`config.mk`:
```
export PLATFORM = sky130hd
export DESIGN_NAME = i2cm_top
export DESIGN_NICKNAME = d
export VERILOG_FILES = /design/src/design/i2cm_pkg.sv /design/src/design/i2cm_top.sv
export SDC_FILE = /design/constraint.sdc
export NUM_CORES = 1
export LEC_CHECK = 0
export ABC_AREA = 1
export BUFFER_PORTS_ARGS = -buffer_cell sky130_fd_sc_hd__buf_2
export CAP_MARGIN = 20
export CORE_MARGIN = 2
export CORE_UTILIZATION = 61
export DETAILED_ROUTE_END_ITERATION = 6
export PLACE_DENSITY = 0.88
export SETUP_SLACK_MARGIN = 0.4
export SYNTH_ARGS = -nofsm -noshare
export SYNTH_HDL_FRONTEND = slang
export SYNTH_SLANG_ARGS = --single-unit
```
`constraint.sdc`:
```
create_clock -name clk_i -period 3.8 [get_ports clk_i]
set_clock_uncertainty 0.2 [all_clocks]
set_input_delay 0.19 -clock clk_i [delete_from_list [all_inputs] [get_ports clk_i]]
set_output_delay 0.19 -clock clk_i [all_outputs]
set_load 0.005 [all_outputs]
```
`src/design/i2cm_pkg.sv`:
```
package i2cm_pkg;
	// Register port shape
	localparam int ADDR_W = 8;
	localparam int DATA_W = 32;
	localparam logic [ADDR_W-1:0] OFS_DATA = 8'h00;
	localparam logic [ADDR_W-1:0] OFS_SLAVE = 8'h04;
	localparam logic [ADDR_W-1:0] OFS_CTRL = 8'h08;
	localparam logic [ADDR_W-1:0] OFS_CMD = 8'h0c;
	localparam logic [ADDR_W-1:0] OFS_INT = 8'h10;
	localparam logic [ADDR_W-1:0] OFS_MASK = 8'h14;
	// Field positions
	localparam int SLAVE_RCV_BIT = 0;
	localparam int SLAVE_ADR_LSB = 1;
	localparam int CTRL_EN_BIT = 0;
	localparam int CTRL_FAST_BIT = 1;
	localparam int CTRL_VIEW_BIT = 2;
	localparam int STAT_BUSY_BIT = 0;
	localparam int STAT_BUS_BIT = 1;
	localparam int STAT_ERR_LSB = 2;
	localparam int INT_VIEW_BIT = 0;
	localparam int INT_RAW_BIT = 1;
	localparam int INT_MSK_BIT = 2;
	// Reset values
	localparam logic [2:0] CTRL_RST = 3'h0;
	localparam logic [7:0] BYTE_RST = 8'h00;
	// Command codes
	localparam logic [3:0] cmd_single_write = 4'h0;
	localparam logic [3:0] cmd_single_read = 4'h1;
	localparam logic [3:0] cmd_multi_write_first = 4'h2;
	localparam logic [3:0] cmd_multi_write_next = 4'h3;
	localparam logic [3:0] cmd_multi_write_last = 4'h4;
	localparam logic [3:0] cmd_multi_write_abort = 4'h5;
	localparam logic [3:0] cmd_multi_read_first = 4'h6;
	localparam logic [3:0] cmd_multi_read_next = 4'h7;
	localparam logic [3:0] cmd_multi_read_last = 4'h8;
	localparam logic [3:0] cmd_multi_read_abort = 4'h9;
	// Error codes
	localparam logic [1:0] err_code_none = 2'h0;
	localparam logic [1:0] err_code_addr_nack = 2'h1;
	localparam logic [1:0] err_code_data_nack = 2'h2;
	localparam logic [1:0] err_code_arbitration_lost = 2'h3;
	// Timing
	localparam int CLK_HZ_DEF = 250_000_000;
	localparam int SCL_STD_HZ = 100_000;
	localparam int SCL_FAST_HZ = 400_000;
	localparam int QUARTERS = 4;
	localparam int DIV_W = 12;
	localparam logic [3:0] BIT_ACK = 4'h8;
	typedef enum logic [2:0] {ST_IDLE, ST_START, ST_BITS, ST_STOP, ST_DONE} i2cm_state_t;
endpackage : i2cm_pkg

```
`src/design/i2cm_top.sv`:
```
// The implementer's own choices: strobed register access and the placing of the registers.
`timescale 1ns/1ps
// Summary of operation
// Busy flag high while a byte moves on the bus, low once finished.
// Ten commands: single write/read, burst first/next/last/abort both ways.
// Data register read returns last received byte, zero extended.
// Data register write holds the byte the next send transmits.
// Enable control; disabled master leaves the bus alone.
// Error status: none, address nack, data nack, arbitration lost.
// Fast select gives 400 kbps serial clock, else 100 kbps.
// Software init sets speed and enable; both live in control register.
// Bus clock divider derives from the module clock rate.
// Clearing the pending interrupt stops the interrupt output.
// Software should clear the interrupt early in its handler.
// Mask bit gates the pending interrupt onto the interrupt line.
// Raw and masked interrupt states both readable.
// Interrupt pends when the master leaves busy, done or aborted.
// Start commands arbitrate, make start, send address and direction.
// 7-bit slave address plus receive flag choosing direction bit.
// Shared bus occupancy flag from start and stop detection.
// Single, finish and abort end with stop; last read byte nacked.
module i2cm_top import i2cm_pkg::*; #(
	parameter int CLK_HZ = CLK_HZ_DEF
) (
	input wire logic clk_i,
	input wire logic rst_n_i,
	input wire logic [ADDR_W-1:0] reg_addr_i,
	input wire logic [DATA_W-1:0] reg_wdata_i,
	input wire logic reg_wr_i,
	input wire logic reg_rd_i,
	output logic [DATA_W-1:0] reg_rdata_o,
	output logic irq_o,
	output logic busy_o,
	input wire logic scl_i,
	output logic scl_o,
	output logic scl_oe_o,
	input wire logic sda_i,
	output logic sda_o,
	output logic sda_oe_o
);
	// Quarter-bit counts round up so the bus never runs above its rate
	localparam int Q_STD_N = (CLK_HZ + QUARTERS * SCL_STD_HZ - 1) / (QUARTERS * SCL_STD_HZ);
	localparam int Q_FAST_N = (CLK_HZ + QUARTERS * SCL_FAST_HZ - 1) / (QUARTERS * SCL_FAST_HZ);
	localparam logic [DIV_W-1:0] Q_STD = DIV_W'(Q_STD_N - 1);
	localparam logic [DIV_W-1:0] Q_FAST = DIV_W'(Q_FAST_N - 1);

	logic scl_m_q, scl_s_q, sda_m_q, sda_s_q, sda_p_q;
	logic [7:0] tx_q, tx_d, rx_q, rx_d;
	logic [6:0] sadr_q, sadr_d;
	logic rcv_q, rcv_d, en_q, en_d, fast_rate_select_q, fast_rate_select_d;
	logic masked_view_select_q, masked_view_select_d;
	logic raw_q, raw_d, mask_q, mask_d, irq_q, irq_d;
	logic [DATA_W-1:0] rdata_q, rdata_d;
	i2cm_state_t state_q, state_d;
	logic [1:0] phase_q, phase_d, err_q, err_d;
	logic [3:0] bit_q, bit_d;
	logic [8:0] sh_q, sh_d;
	logic [DIV_W-1:0] div_q, div_d, div_max;
	logic addr_ph_q, addr_ph_d, rx_ph_q, rx_ph_d, stop_q, stop_d, own_q, own_d;
	logic busy_q, busy_d, bus_busy_q, bus_busy_d;
	logic scl_oe_q, scl_oe_d, sda_oe_q, sda_oe_d;
	logic start_seen, stop_seen, tick, stall, cmd_go, c_start, c_data, c_stop, done;

	// Pin synchronisers; logic reads the second stage, and the third data stage for edge detection
	always_ff @(posedge clk_i or negedge rst_n_i) begin
		if (!rst_n_i) begin
			scl_m_q <= 1'b1;
			scl_s_q <= 1'b1;
			sda_m_q <= 1'b1;
			sda_s_q <= 1'b1;
			sda_p_q <= 1'b1;
		end else begin
			scl_m_q <= scl_i;
			scl_s_q <= scl_m_q;
			sda_m_q <= sda_i;
			sda_s_q <= sda_m_q;
			sda_p_q <= sda_s_q;
		end
	end

	// Bus conditions seen on the wire, ours or another master's
	assign start_seen = scl_s_q && sda_p_q && !sda_s_q;
	assign stop_seen = scl_s_q && !sda_p_q && sda_s_q;
	assign done = (state_q == ST_DONE);
	assign cmd_go = reg_wr_i && (reg_addr_i == OFS_CMD) && en_q && (state_q == ST_IDLE);

	// Command decode: which phases the command runs
	always_comb begin
		c_start = 1'b0;
		c_data = 1'b0;
		c_stop = 1'b0;
		case (reg_wdata_i[3:0])
			cmd_single_write, cmd_single_read: begin
				c_start = 1'b1;
				c_data = 1'b1;
				c_stop = 1'b1;
			end
			cmd_multi_write_first, cmd_multi_read_first: begin
				c_start = 1'b1;
				c_data = 1'b1;
			end
			cmd_multi_write_next, cmd_multi_read_next: c_data = 1'b1;
			cmd_multi_write_last, cmd_multi_read_last: begin
				c_data = 1'b1;
				c_stop = 1'b1;
			end
			cmd_multi_write_abort, cmd_multi_read_abort: c_stop = 1'b1;
			default: c_stop = 1'b0; // Unknown codes start nothing but still clear the error status
		endcase
	end

	// Quarter-bit divider; stalls while a slave stretches the clock
	assign div_max = fast_rate_select_q ? Q_FAST : Q_STD;
	assign stall = (state_q != ST_IDLE) && (phase_q == 2'd2) && !scl_s_q;
	assign tick = (div_q == div_max) && !stall;

	// Bit engine next state
	always_comb begin
		state_d = state_q;
		phase_d = phase_q;
		bit_d = bit_q;
		sh_d = sh_q;
		err_d = err_q;
		rx_d = rx_q;
		addr_ph_d = addr_ph_q;
		rx_ph_d = rx_ph_q;
		stop_d = stop_q;
		own_d = own_q;
		scl_oe_d = scl_oe_q;
		sda_oe_d = sda_oe_q;
		bus_busy_d = start_seen ? 1'b1 : (stop_seen ? 1'b0 : bus_busy_q);
		div_d = (state_q == ST_IDLE || tick) ? '0 : (stall ? div_q : div_q + 1'b1);
		if (!en_q) begin
			// Disabled: drop everything and release both lines
			state_d = ST_IDLE;
			scl_oe_d = 1'b0;
			sda_oe_d = 1'b0;
			own_d = 1'b0;
		end else begin
			unique case (state_q)
				ST_IDLE: if (cmd_go) begin
					err_d = err_code_none;
					phase_d = 2'd0;
					bit_d = 4'h0;
					stop_d = c_stop;
					if (c_start && bus_busy_q && !own_q) begin
						err_d = err_code_arbitration_lost;
						state_d = ST_DONE;
					end else if (c_start) begin
						sh_d = {sadr_q, rcv_q, 1'b1};
						addr_ph_d = 1'b1;
						rx_ph_d = 1'b0;
						state_d = ST_START;
					end else if (c_data) begin
						sh_d = rcv_q ? {8'hff, c_stop} : {tx_q, 1'b1};
						addr_ph_d = 1'b0;
						rx_ph_d = rcv_q;
						state_d = ST_BITS;
					end else if (c_stop) begin
						state_d = ST_STOP;
					end
				end
				ST_START: if (tick) begin
					phase_d = phase_q + 2'd1;
					unique case (phase_q)
						2'd0: sda_oe_d = 1'b0;
						2'd1: scl_oe_d = 1'b0;
						2'd2: if (!sda_s_q) begin
							// Someone else holds data low: we lost the bus
							err_d = err_code_arbitration_lost;
							state_d = ST_DONE;
						end else begin
							sda_oe_d = 1'b1;
							own_d = 1'b1;
						end
						2'd3: begin
							scl_oe_d = 1'b1;
							state_d = ST_BITS;
						end
					endcase
				end
				ST_BITS: if (tick) begin
					phase_d = phase_q + 2'd1;
					unique case (phase_q)
						2'd0: sda_oe_d = !sh_q[8];
						2'd1: scl_oe_d = 1'b0;
						2'd2: begin
							sh_d = {sh_q[7:0], sda_s_q};
							if (!sda_oe_q && !sda_s_q && bit_q != BIT_ACK && !rx_ph_q) begin
								err_d = err_code_arbitration_lost;
								scl_oe_d = 1'b0;
								own_d = 1'b0;
								state_d = ST_DONE;
							end
						end
						2'd3: begin
							scl_oe_d = 1'b1;
							bit_d = bit_q + 4'h1;
							if (bit_q == BIT_ACK) begin
								bit_d = 4'h0;
								if (addr_ph_q) begin
									addr_ph_d = 1'b0;
									rx_ph_d = rcv_q;
									// Last read byte answered with nack
									sh_d = rcv_q ? {8'hff, stop_q} : {tx_q, 1'b1};
									if (sh_q[0]) begin
										err_d = err_code_addr_nack;
										state_d = ST_STOP;
									end
								end else begin
									if (rx_ph_q) begin
										rx_d = sh_q[8:1];
									end
									if (!rx_ph_q && sh_q[0]) begin
										err_d = err_code_data_nack;
										state_d = ST_STOP;
									end else begin
										state_d = stop_q ? ST_STOP : ST_DONE;
									end
								end
							end
						end
					endcase
				end
				ST_STOP: if (tick) begin
					phase_d = phase_q + 2'd1;
					unique case (phase_q)
						2'd0: sda_oe_d = 1'b1;
						2'd1: scl_oe_d = 1'b0;
						2'd2: begin
							sda_oe_d = 1'b0;
							own_d = 1'b0;
						end
						2'd3: state_d = ST_DONE;
					endcase
				end
				ST_DONE: state_d = ST_IDLE;
			endcase
		end
		busy_d = (state_d != ST_IDLE);
	end

	always_ff @(posedge clk_i or negedge rst_n_i) begin
		if (!rst_n_i) begin
			state_q <= ST_IDLE;
			phase_q <= 2'd0;
			bit_q <= 4'h0;
			sh_q <= 9'h1ff;
			err_q <= err_code_none;
			rx_q <= BYTE_RST;
			addr_ph_q <= 1'b0;
			rx_ph_q <= 1'b0;
			stop_q <= 1'b0;
			own_q <= 1'b0;
			scl_oe_q <= 1'b0;
			sda_oe_q <= 1'b0;
			bus_busy_q <= 1'b0;
			div_q <= '0;
			busy_q <= 1'b0;
		end else begin
			state_q <= state_d;
			phase_q <= phase_d;
			bit_q <= bit_d;
			sh_q <= sh_d;
			err_q <= err_d;
			rx_q <= rx_d;
			addr_ph_q <= addr_ph_d;
			rx_ph_q <= rx_ph_d;
			stop_q <= stop_d;
			own_q <= own_d;
			scl_oe_q <= scl_oe_d;
			sda_oe_q <= sda_oe_d;
			bus_busy_q <= bus_busy_d;
			div_q <= div_d;
			busy_q <= busy_d;
		end
	end

	// Register file; reads answer one cycle later, unmapped reads give zero
	always_comb begin
		tx_d = tx_q;
		sadr_d = sadr_q;
		rcv_d = rcv_q;
		en_d = en_q;
		fast_rate_select_d = fast_rate_select_q;
		masked_view_select_d = masked_view_select_q;
		mask_d = mask_q;
		raw_d = raw_q;
		rdata_d = '0;
		if (reg_wr_i) begin
			unique case (reg_addr_i)
				OFS_DATA: tx_d = reg_wdata_i[7:0];
				OFS_SLAVE: begin
					sadr_d = reg_wdata_i[SLAVE_ADR_LSB +: 7];
					rcv_d = reg_wdata_i[SLAVE_RCV_BIT];
				end
				OFS_CTRL: begin
					en_d = reg_wdata_i[CTRL_EN_BIT];
					fast_rate_select_d = reg_wdata_i[CTRL_FAST_BIT];
					masked_view_select_d = reg_wdata_i[CTRL_VIEW_BIT];
				end
				OFS_INT: if (reg_wdata_i[INT_RAW_BIT]) raw_d = 1'b0;
				OFS_MASK: mask_d = reg_wdata_i[0];
				default: ;
			endcase
		end
		// A completion in the clearing cycle must not be lost
		if (done) raw_d = 1'b1;
		if (reg_rd_i) begin
			unique case (reg_addr_i)
				OFS_DATA: rdata_d = {24'h0, rx_q};
				OFS_SLAVE: rdata_d = {24'h0, sadr_q, rcv_q};
				OFS_CTRL: rdata_d = {29'h0, masked_view_select_q, fast_rate_select_q, en_q};
				OFS_CMD: rdata_d = {28'h0, err_q, bus_busy_q, busy_q};
				OFS_INT: rdata_d = {29'h0, raw_q && mask_q, raw_q,
					masked_view_select_q ? (raw_q && mask_q) : raw_q};
				OFS_MASK: rdata_d = {31'h0, mask_q};
				default: rdata_d = '0;
			endcase
		end
		irq_d = raw_q && mask_q;
	end

	always_ff @(posedge clk_i or negedge rst_n_i) begin
		if (!rst_n_i) begin
			tx_q <= BYTE_RST;
			sadr_q <= 7'h00;
			rcv_q <= 1'b0;
			{masked_view_select_q, fast_rate_select_q, en_q} <= CTRL_RST;
			mask_q <= 1'b0;
			raw_q <= 1'b0;
			irq_q <= 1'b0;
			rdata_q <= '0;
		end else begin
			tx_q <= tx_d;
			sadr_q <= sadr_d;
			rcv_q <= rcv_d;
			en_q <= en_d;
			fast_rate_select_q <= fast_rate_select_d;
			masked_view_select_q <= masked_view_select_d;
			mask_q <= mask_d;
			raw_q <= raw_d;
			irq_q <= irq_d;
			rdata_q <= rdata_d;
		end
	end

	// Open-drain pins: output level is always low, enable pulls the wire
	always_ff @(posedge clk_i or negedge rst_n_i) begin
		if (!rst_n_i) begin
			scl_o <= 1'b0;
			sda_o <= 1'b0;
		end else begin
			scl_o <= 1'b0;
			sda_o <= 1'b0;
		end
	end
	assign scl_oe_o = scl_oe_q;
	assign sda_oe_o = sda_oe_q;
	assign busy_o = busy_q;
	assign irq_o = irq_q;
	assign reg_rdata_o = rdata_q;
endmodule : i2cm_top

```
==> results of run 1 <==
==> stage by stage <==
step                      setup slack [ns]  util (%)
after global routing                 0.881      69.1
after detailed placement              1.20      64.6
final                                 1.14      69.1
after CTS                             1.18      68.8
after floorplan                       1.82         -
after global placement                1.22      64.6
==> power groups by stage <==
stage / Clock [mW] / Combinational [mW] / Sequential (mW)
finish: 0.608 / 0.129 / 0.918
global route: 0.647 / 0.150 / 0.920
CTS: 0.614 / 0.125 / 0.917
detailed placement: 0 / 0.114 / 0.934
global placement: 0 / 0.108 / 0.933
floorplan: 0 / 0.0913 / 0.926
==> layer usage <==
layer	track usage [%]	vias to the layer above	share of wire [%]
met3	5.30	33	9.0
met5	0	-	0
li1	-	2093	-
met4	12.1	0	2.5
met1	39.2	2086	42
met2	43.0	208	46
==> path summary, 6_finish.rpt <==
check                                  end  slack (ns)  depth (start not counted)
max in group asynchronous          sh_q[8]        2.76                          3
min in group clk_i                   rcv_q        0.02                          3
worst max register to register  phase_q[0]        1.14                         10
worst min register to register     sda_s_q        0.16                          0
worst max-delay path            phase_q[0]        1.14                         10
worst min-delay path              div_q[9]        0.02                          2
==> worst register-to-register path: cells and delay by family (launching register included) <==
kind | cells | cell delay (ns)
fa+ha+maj | 1 | 0.42
compound gates | 3 | 0.71
simple gates | 4 | 0.60
buf+inv | 2 | 0.25
flops | 1 | 0.41
==> logic make-up after synthesis <==
kind of cell,Yosys count
AND/OR/NAND/NOR,279
adder cells (fa/ha/maj),8
buffers and inverters,122
other,1
multiplexers,1
flip-flops,83
XOR/XNOR,4
AO/OA/AOI/OAI,130
==> sequential cells by signal, indices dropped and copies added, names as in the netlist, 2 cells and up <==
register and count:
state_q 3, sh_q 9, sadr_q 7, div_q 12
reg_rdata_o 8, err_q 2, bit_q 4, phase_q 2
tx_q 8, rx_q 8
==> cells in the mapped netlist (2+ instances only) <==
| cell | count | area share [%] |
|---|---|---|
| nor3b_1 | 2 | 0.31 |
| ha_1 | 8 | 2.0 |
| nand3_1 | 32 | 3.3 |
| o221ai_1 | 7 | 1.2 |
| o22ai_1 | 2 | 0.25 |
| nor4_1 | 2 | 0.25 |
| o211ai_1 | 9 | 1.4 |
| a221oi_1 | 4 | 0.71 |
| a31oi_1 | 3 | 0.38 |
| buf_4 | 27 | 4.1 |
| xor2_1 | 4 | 0.71 |
| buf_6 | 3 | 0.69 |
| nand2_2 | 2 | 0.25 |
| buf_2 | 5 | 0.51 |
| clkinv_1 | 2 | 0.15 |
| nand2_1 | 152 | 12 |
| nor3_1 | 13 | 1.3 |
| nor2_4 | 3 | 0.69 |
| nand2_4 | 3 | 0.69 |
| nand3_4 | 3 | 1.1 |
| nor2_1 | 54 | 4.1 |
| o21ai_0 | 49 | 5.0 |
| o21ai_1 | 10 | 1.0 |
| inv_1 | 73 | 5.6 |
| clkbuf_1 | 5 | 0.38 |
| o21ai_2 | 9 | 1.6 |
| dfstp_2 | 14 | 7.5 |
| inv_2 | 5 | 0.38 |
| nor2_8 | 2 | 0.81 |
| and3_1 | 2 | 0.25 |
| nand4_1 | 4 | 0.51 |
| nand3_2 | 2 | 0.41 |
| a21oi_1 | 30 | 3.1 |
| dfrtp_1 | 69 | 35 |
==> final cells by class <==
class                      instances  share of cell area, %
sequential                        83                   39.0
tap                              102                   2.38
clock buffer                       9                   2.31
timing repair buffer              48                   6.25
inverter                          81                   5.71
clock inverter                     7                   1.07
multi-input combinational        448                   43.3
==> run metrics, run 1 <==
r2r startpoint phase_q[0]; required time of the critical path 3.90 ns; sw power 0.461 mW; async set-reset flop share out of synthesis 100%; Sink Count 83; combinational power share 7.8%; Overall Global Routing Usage around 28%; mux cell area share after synthesis 0.229%; crit path buf inv count 2; Final Hold Fails 0; TritonCTS clock tree done; DP Cell Count roughly 750; Synth Instances 628; core footprint 7770 sq um; max-slew violation count 0; max incr delay on CP 0.49 ns; commonest non-fill, non-tap cell in the layout nand2_1; synthesized cell area 4910 sq um; Longest Clk Path Bufs 2; Design Power 1.66 mW; H-tree depth 3; Int Pwr ~1.2 mW; total gr overflow 0; Final Cell Area ~5400 sq um; EDFF count, synth 0; Avg WL per Cell 14.7 microns; final net count 725; CTS buffer count 9; Simple-Gate Fraction of Synth Area 26.3%; Residual DRC 0; starting density of the core 63.3%; status finished clean; Filler Cells Inserted between 600 and 700; Final Cycle Share 69.9%; peak supply drop roughly 0.17 mV; Top FF cell, synth dfrtp_1; Cell Count, Final, Fillers Out roughly 780; Lkg Pwr 2.57 nW; num rows 32; die area 8790 sq um; Via-to-Cell Ratio 5.68; Sequential Power Share 55.5%; detailed placement HPWL 8.05 mm; share of cells above drive strength 1 between 10% and 20%; measured slew at the worst slew-check pin ~0.56 ns; Setup crit start phase_q[0]; Routed WL 11.5 mm; FMAX 0.376 GHz; flop and latch count out of synthesis 83; Mean Syn Cell Area 7.83 sq um; Layout area overhead 9.24%; largest net degree at the start of global routing 84; Seq/Total Area, Yosys 42.6%; DR pass1 iterations 6; port buffer count 33; critical path class register to register; Post-Synth XOR/XNOR Area 0.713%; critical path arrival 2.75 ns; complex-gate fraction of the synthesized area between 10% and 20%; crit end category register; synth unique cells 48; root buf cell clkbuf_8; first-pass GRT wire length 19.2 mm; # hold bufs at CTS 14; Via Count 4420; Post-CTS Setup Bufs 0; most frequent cells in the layout 152 x nand2_1, 73 x inv_1, 69 x dfrtp_1; Post-Synth Adder-Cell Area between 2 and 2.5%; Reg clk slew, reported paths around 0.090 ns; cts repair resizes 0; Ys Warns 0; worst skew pair latency between 0.3 and 0.4 ns; WHS 0.0163 ns; Horiz. Die Dim 93.8 microns; largest family of logic cells by synthesized area simple AND/OR/NAND/NOR gates; ANT nets after route 0; Final min period 2.66 ns; Top delay family on crit path compound AO/OA/AOI/OAI gates; die height roughly 94 microns; io pins 84; crit-path cells inv_1, ha_1, inv_1, nor2_1, nand2_4, nand3_4, nor3_1, o21ai_0, a21oi_1, a21oi_1; vias in the first global route 4080; initial antenna violation count 0; ant diodes 0; endpoints failing setup 0; total negative slack 0 ns; footprint of the multi-input gates around 2300 sq um; GP Congestion between 0.9 and 1; RSZ-0062 raised after global routing false; initial drt markers 281; register area roughly 2100 sq um; switching part of the total approximately 28%; slowest cell on the critical path o21ai_0; CP max FO 13; clock share of power 36.7%; Max Cap Viol 0; Slew headroom 62.5%; Min-Delay Path Class primary input to asynchronous set/reset pin; DP Area 5020 sq um; startpoint types register; Pwr Density a little over 300 nW/um^2
Power figures use the tool's default switching activity.
==> run 2, diff against run 1 <==
Settings changed: ABC_AREA 1 to 0, CORE_UTILIZATION 61 to 56, PLACE_DENSITY 0.88 to 0.82.
Clock period 3.8 ns to 2.75 ns, I/O delays scaled along.
==> run metrics, run 2 <==
Max Cap Viol 0 (unchanged); EDFF count, synth 0 (unchanged); Via-to-Cell Ratio 6.12 (was 5.68); CTS buffer count 9 (unchanged); Seq/Total Area, Yosys 44.8% (was 42.6%); crit end category register (unchanged); Reg clk slew, reported paths 0.10 ns (was 0.09 ns); Avg WL per Cell 18.3 microns (was 14.7 microns); async set-reset flop share out of synthesis 100% (unchanged); flop and latch count out of synthesis 83 (unchanged); total gr overflow 0 (unchanged); R2R depth 8 (was 10); measured slew at the worst slew-check pin 0.795 ns (was 0.557 ns); failing checks setup timing; starting density of the core 57.2% (was 63.3%); final net count 615 (was 725); vias in the first global route 4029 (was 4080); TritonCTS clock tree done (unchanged); Longest Clk Path Bufs 2 (unchanged); CP max FO 3 (was 13); detailed placement HPWL 8.04 mm (was 8.05 mm); root buf cell clkbuf_8 (unchanged); Sink Count 83 (unchanged); synthesized cell area 4680 sq um (was 4910 sq um); max-slew violation count 0 (unchanged); Mean Syn Cell Area 9.65 sq um (was 7.83 sq um); Lkg Pwr 2.48 nW (was 2.57 nW); core footprint 8180 sq um (was 7770 sq um); largest registers div_q (12), sh_q (9) (unchanged); critical path class register to register (unchanged); ant diodes 0 (unchanged); Setup crit start div_q[0] (was phase_q[0]); Min-Delay Path Class primary input to register (was primary input to asynchronous set/reset pin); Ys Warns 0 (unchanged); Horiz. Die Dim 95.4 microns (was 93.8 microns); r2r startpoint div_q[0] (was phase_q[0]); Core Util, Final 69.5% (was 69.1%); Residual DRC 0 (unchanged); most flop-heavy register div_q (unchanged); endpoints failing setup 2 (was 0); FMAX 0.355 GHz (was 0.376 GHz); port buffer count 33 (unchanged); worst skew pair latency 0.37 ns (was 0.38 ns); die area 9100 sq um (was 8790 sq um); largest area contributor in the netlist dfrtp_1 (unchanged); status complete, but fails checks (was finished clean); critical path endpoint scl_oe_o (was phase_q[0]); Worst R2R End scl_oe_o (was phase_q[0]); critical path arrival 2.92 ns (was 2.75 ns); Filler Cells Inserted 597 (was 631); required time of the critical path 2.85 ns (was 3.90 ns); num rows 33 (was 32); io pins 84 (unchanged); Final Hold Fails 0 (unchanged); ANT nets after route 0 (unchanged); die height 95.4 microns (was 93.8 microns); DR pass1 iterations 5 (was 6); Final Cycle Share 102% (was 69.9%); Top FF cell, synth dfrtp_1 (unchanged); commonest non-fill, non-tap cell in the layout dfrtp_1 (was nand2_1); H-tree depth 3 (unchanged); initial antenna violation count 0 (unchanged); largest net degree at the start of global routing 84 (unchanged); share of cells above drive strength 1 31.3% (was 14.9%); GP Congestion 0.953 (was 0.934); peak supply drop 0.385 mV (was 0.169 mV); Routed WL 12.3 mm (was 11.5 mm); most frequent cell after synthesis dfrtp_1 (was nand2_1); Slew headroom 46.8% (was 62.5%); Final min period 2.82 ns (was 2.66 ns); final worst setup slack -0.0674 ns (was 1.14 ns); top cells by area, synth dfrtp_1 37%, mux2_2 10%, dfstp_2 7.9% (was dfrtp_1 35%, nand2_1 12%, dfstp_2 7.5%); most frequent cells in the layout 69 x dfrtp_1, 53 x nor2_1, 39 x nand2_1 (was 152 x nand2_1, 73 x inv_1, 69 x dfrtp_1); WHS 0.0233 ns (was 0.0163 ns); Synth top cells by count 69 x dfrtp_1, 53 x nor2_1, 42 x mux2_2 (was 152 x nand2_1, 73 x inv_1, 69 x dfrtp_1); initial drt markers 355 (was 281); first-pass GRT wire length 19.6 mm (was 19.2 mm); reg2reg setup slack -0.07 ns (was 1.14 ns); Via Count 4105 (was 4420); post-synth top area share 36.9% (was 35.1%); Pwr Density 413 nW/um^2 (was 308 nW/um^2); synth unique cells 59 (was 48); max reg flops 12 (unchanged); Overall Global Routing Usage 27.7% (was 28.1%); Synth Instances 485 (was 628); Layout area overhead 21.4% (was 9.24%); RSZ-0062 raised after global routing true (was false); startpoint types register (unchanged)
## run 2: kinds of logic (layout without fill, tap and decap cells)
group | Yosys count | after routing | share of synthesized area [%]
buffers and inverters | 65 | 121 | 7.65
AO/OA/AOI/OAI | 103 | 103 | 14.5
XOR/XNOR | 11 | 11 | 2.06
AND/OR/NAND/NOR | 169 | 169 | 18.1
flip-flops | 83 | 83 | 44.8
adder cells (fa/ha/maj) | 8 | 8 | 2.14
multiplexers | 45 | 45 | 10.8
other | 1 | 26 | 0.0802
## run 2: repair_timing
action / in CTS / in global routing
setup buffers: 2 / 4
hold endpoints to repair: 84 / 7
resized for setup: 22 / 23
cloned: 0 / 0
hold buffers: 11 / 1
setup endpoints to repair: 44 / 46
pin swaps: 7 / 5
## run 2: layout make-up
type / count / area (sq um) / share of cell area (%)
Multi-Input combinational cell: 362 / 2540 / 44.6
Sequential cell: 83 / 2090 / 36.9
Timing Repair Buffer: 86 / 648 / 11.4
Tap cell: 105 / 131 / 2.31
Clock buffer: 9 / 124 / 2.18
Clock inverter: 7 / 76.3 / 1.34
Inverter: 19 / 71.3 / 1.26
## run 2: report_power, final
part           switching, mW  internal, mW
registers             0.0229          1.25
logic                  0.108        0.0705
clock network          0.539         0.361
## run 2: worst min path at each step
| stage | start | to | depth (start not counted) |
|---|---|---|---|
| floorplan | rst_n_i | addr_ph_q | 0 |
| CTS | reg_wdata_i[0] | tx_q[0] | 2 |
| detailed placement | scl_i | scl_m_q | 1 |
| global placement | scl_i | scl_m_q | 1 |
| global route | reg_wdata_i[0] | en_q | 2 |
| finish | reg_wdata_i[0] | tx_q[0] | 2 |
## run 2: worst max-delay path, stage by stage (launching register included)
cell     delay, ns
dfrtp_1       0.41
inv_2         0.08
ha_4          0.13
nand2_2       0.05
or4_4         0.42
or4_4         0.47
or3_4         0.39
or4_4         0.49
a21oi_2       0.12
## run 2: metrics by stage
stage	TNS, ns	worst slack [ns]	area [sq um]	instances	power [mW]
global route	-0.442	-0.154	5680	671	2.43
floorplan	-0.655	-0.110	4810	510	1.40
global placement	-0.00524	-0.00524	5080	636	1.44
finish	-0.105	-0.0674	5680	671	2.35
CTS	-0.109	-0.0820	5500	665	2.34
detailed placement	-0.0919	-0.0919	5080	636	1.44
## run 2: layer usage
layer / GRT usage [%] / wire, microns
met4: 12.4 / 270
met3: 4.82 / 930
met5: 0 / 0
met2: 44.0 / 5830
met1: 37.5 / 5260
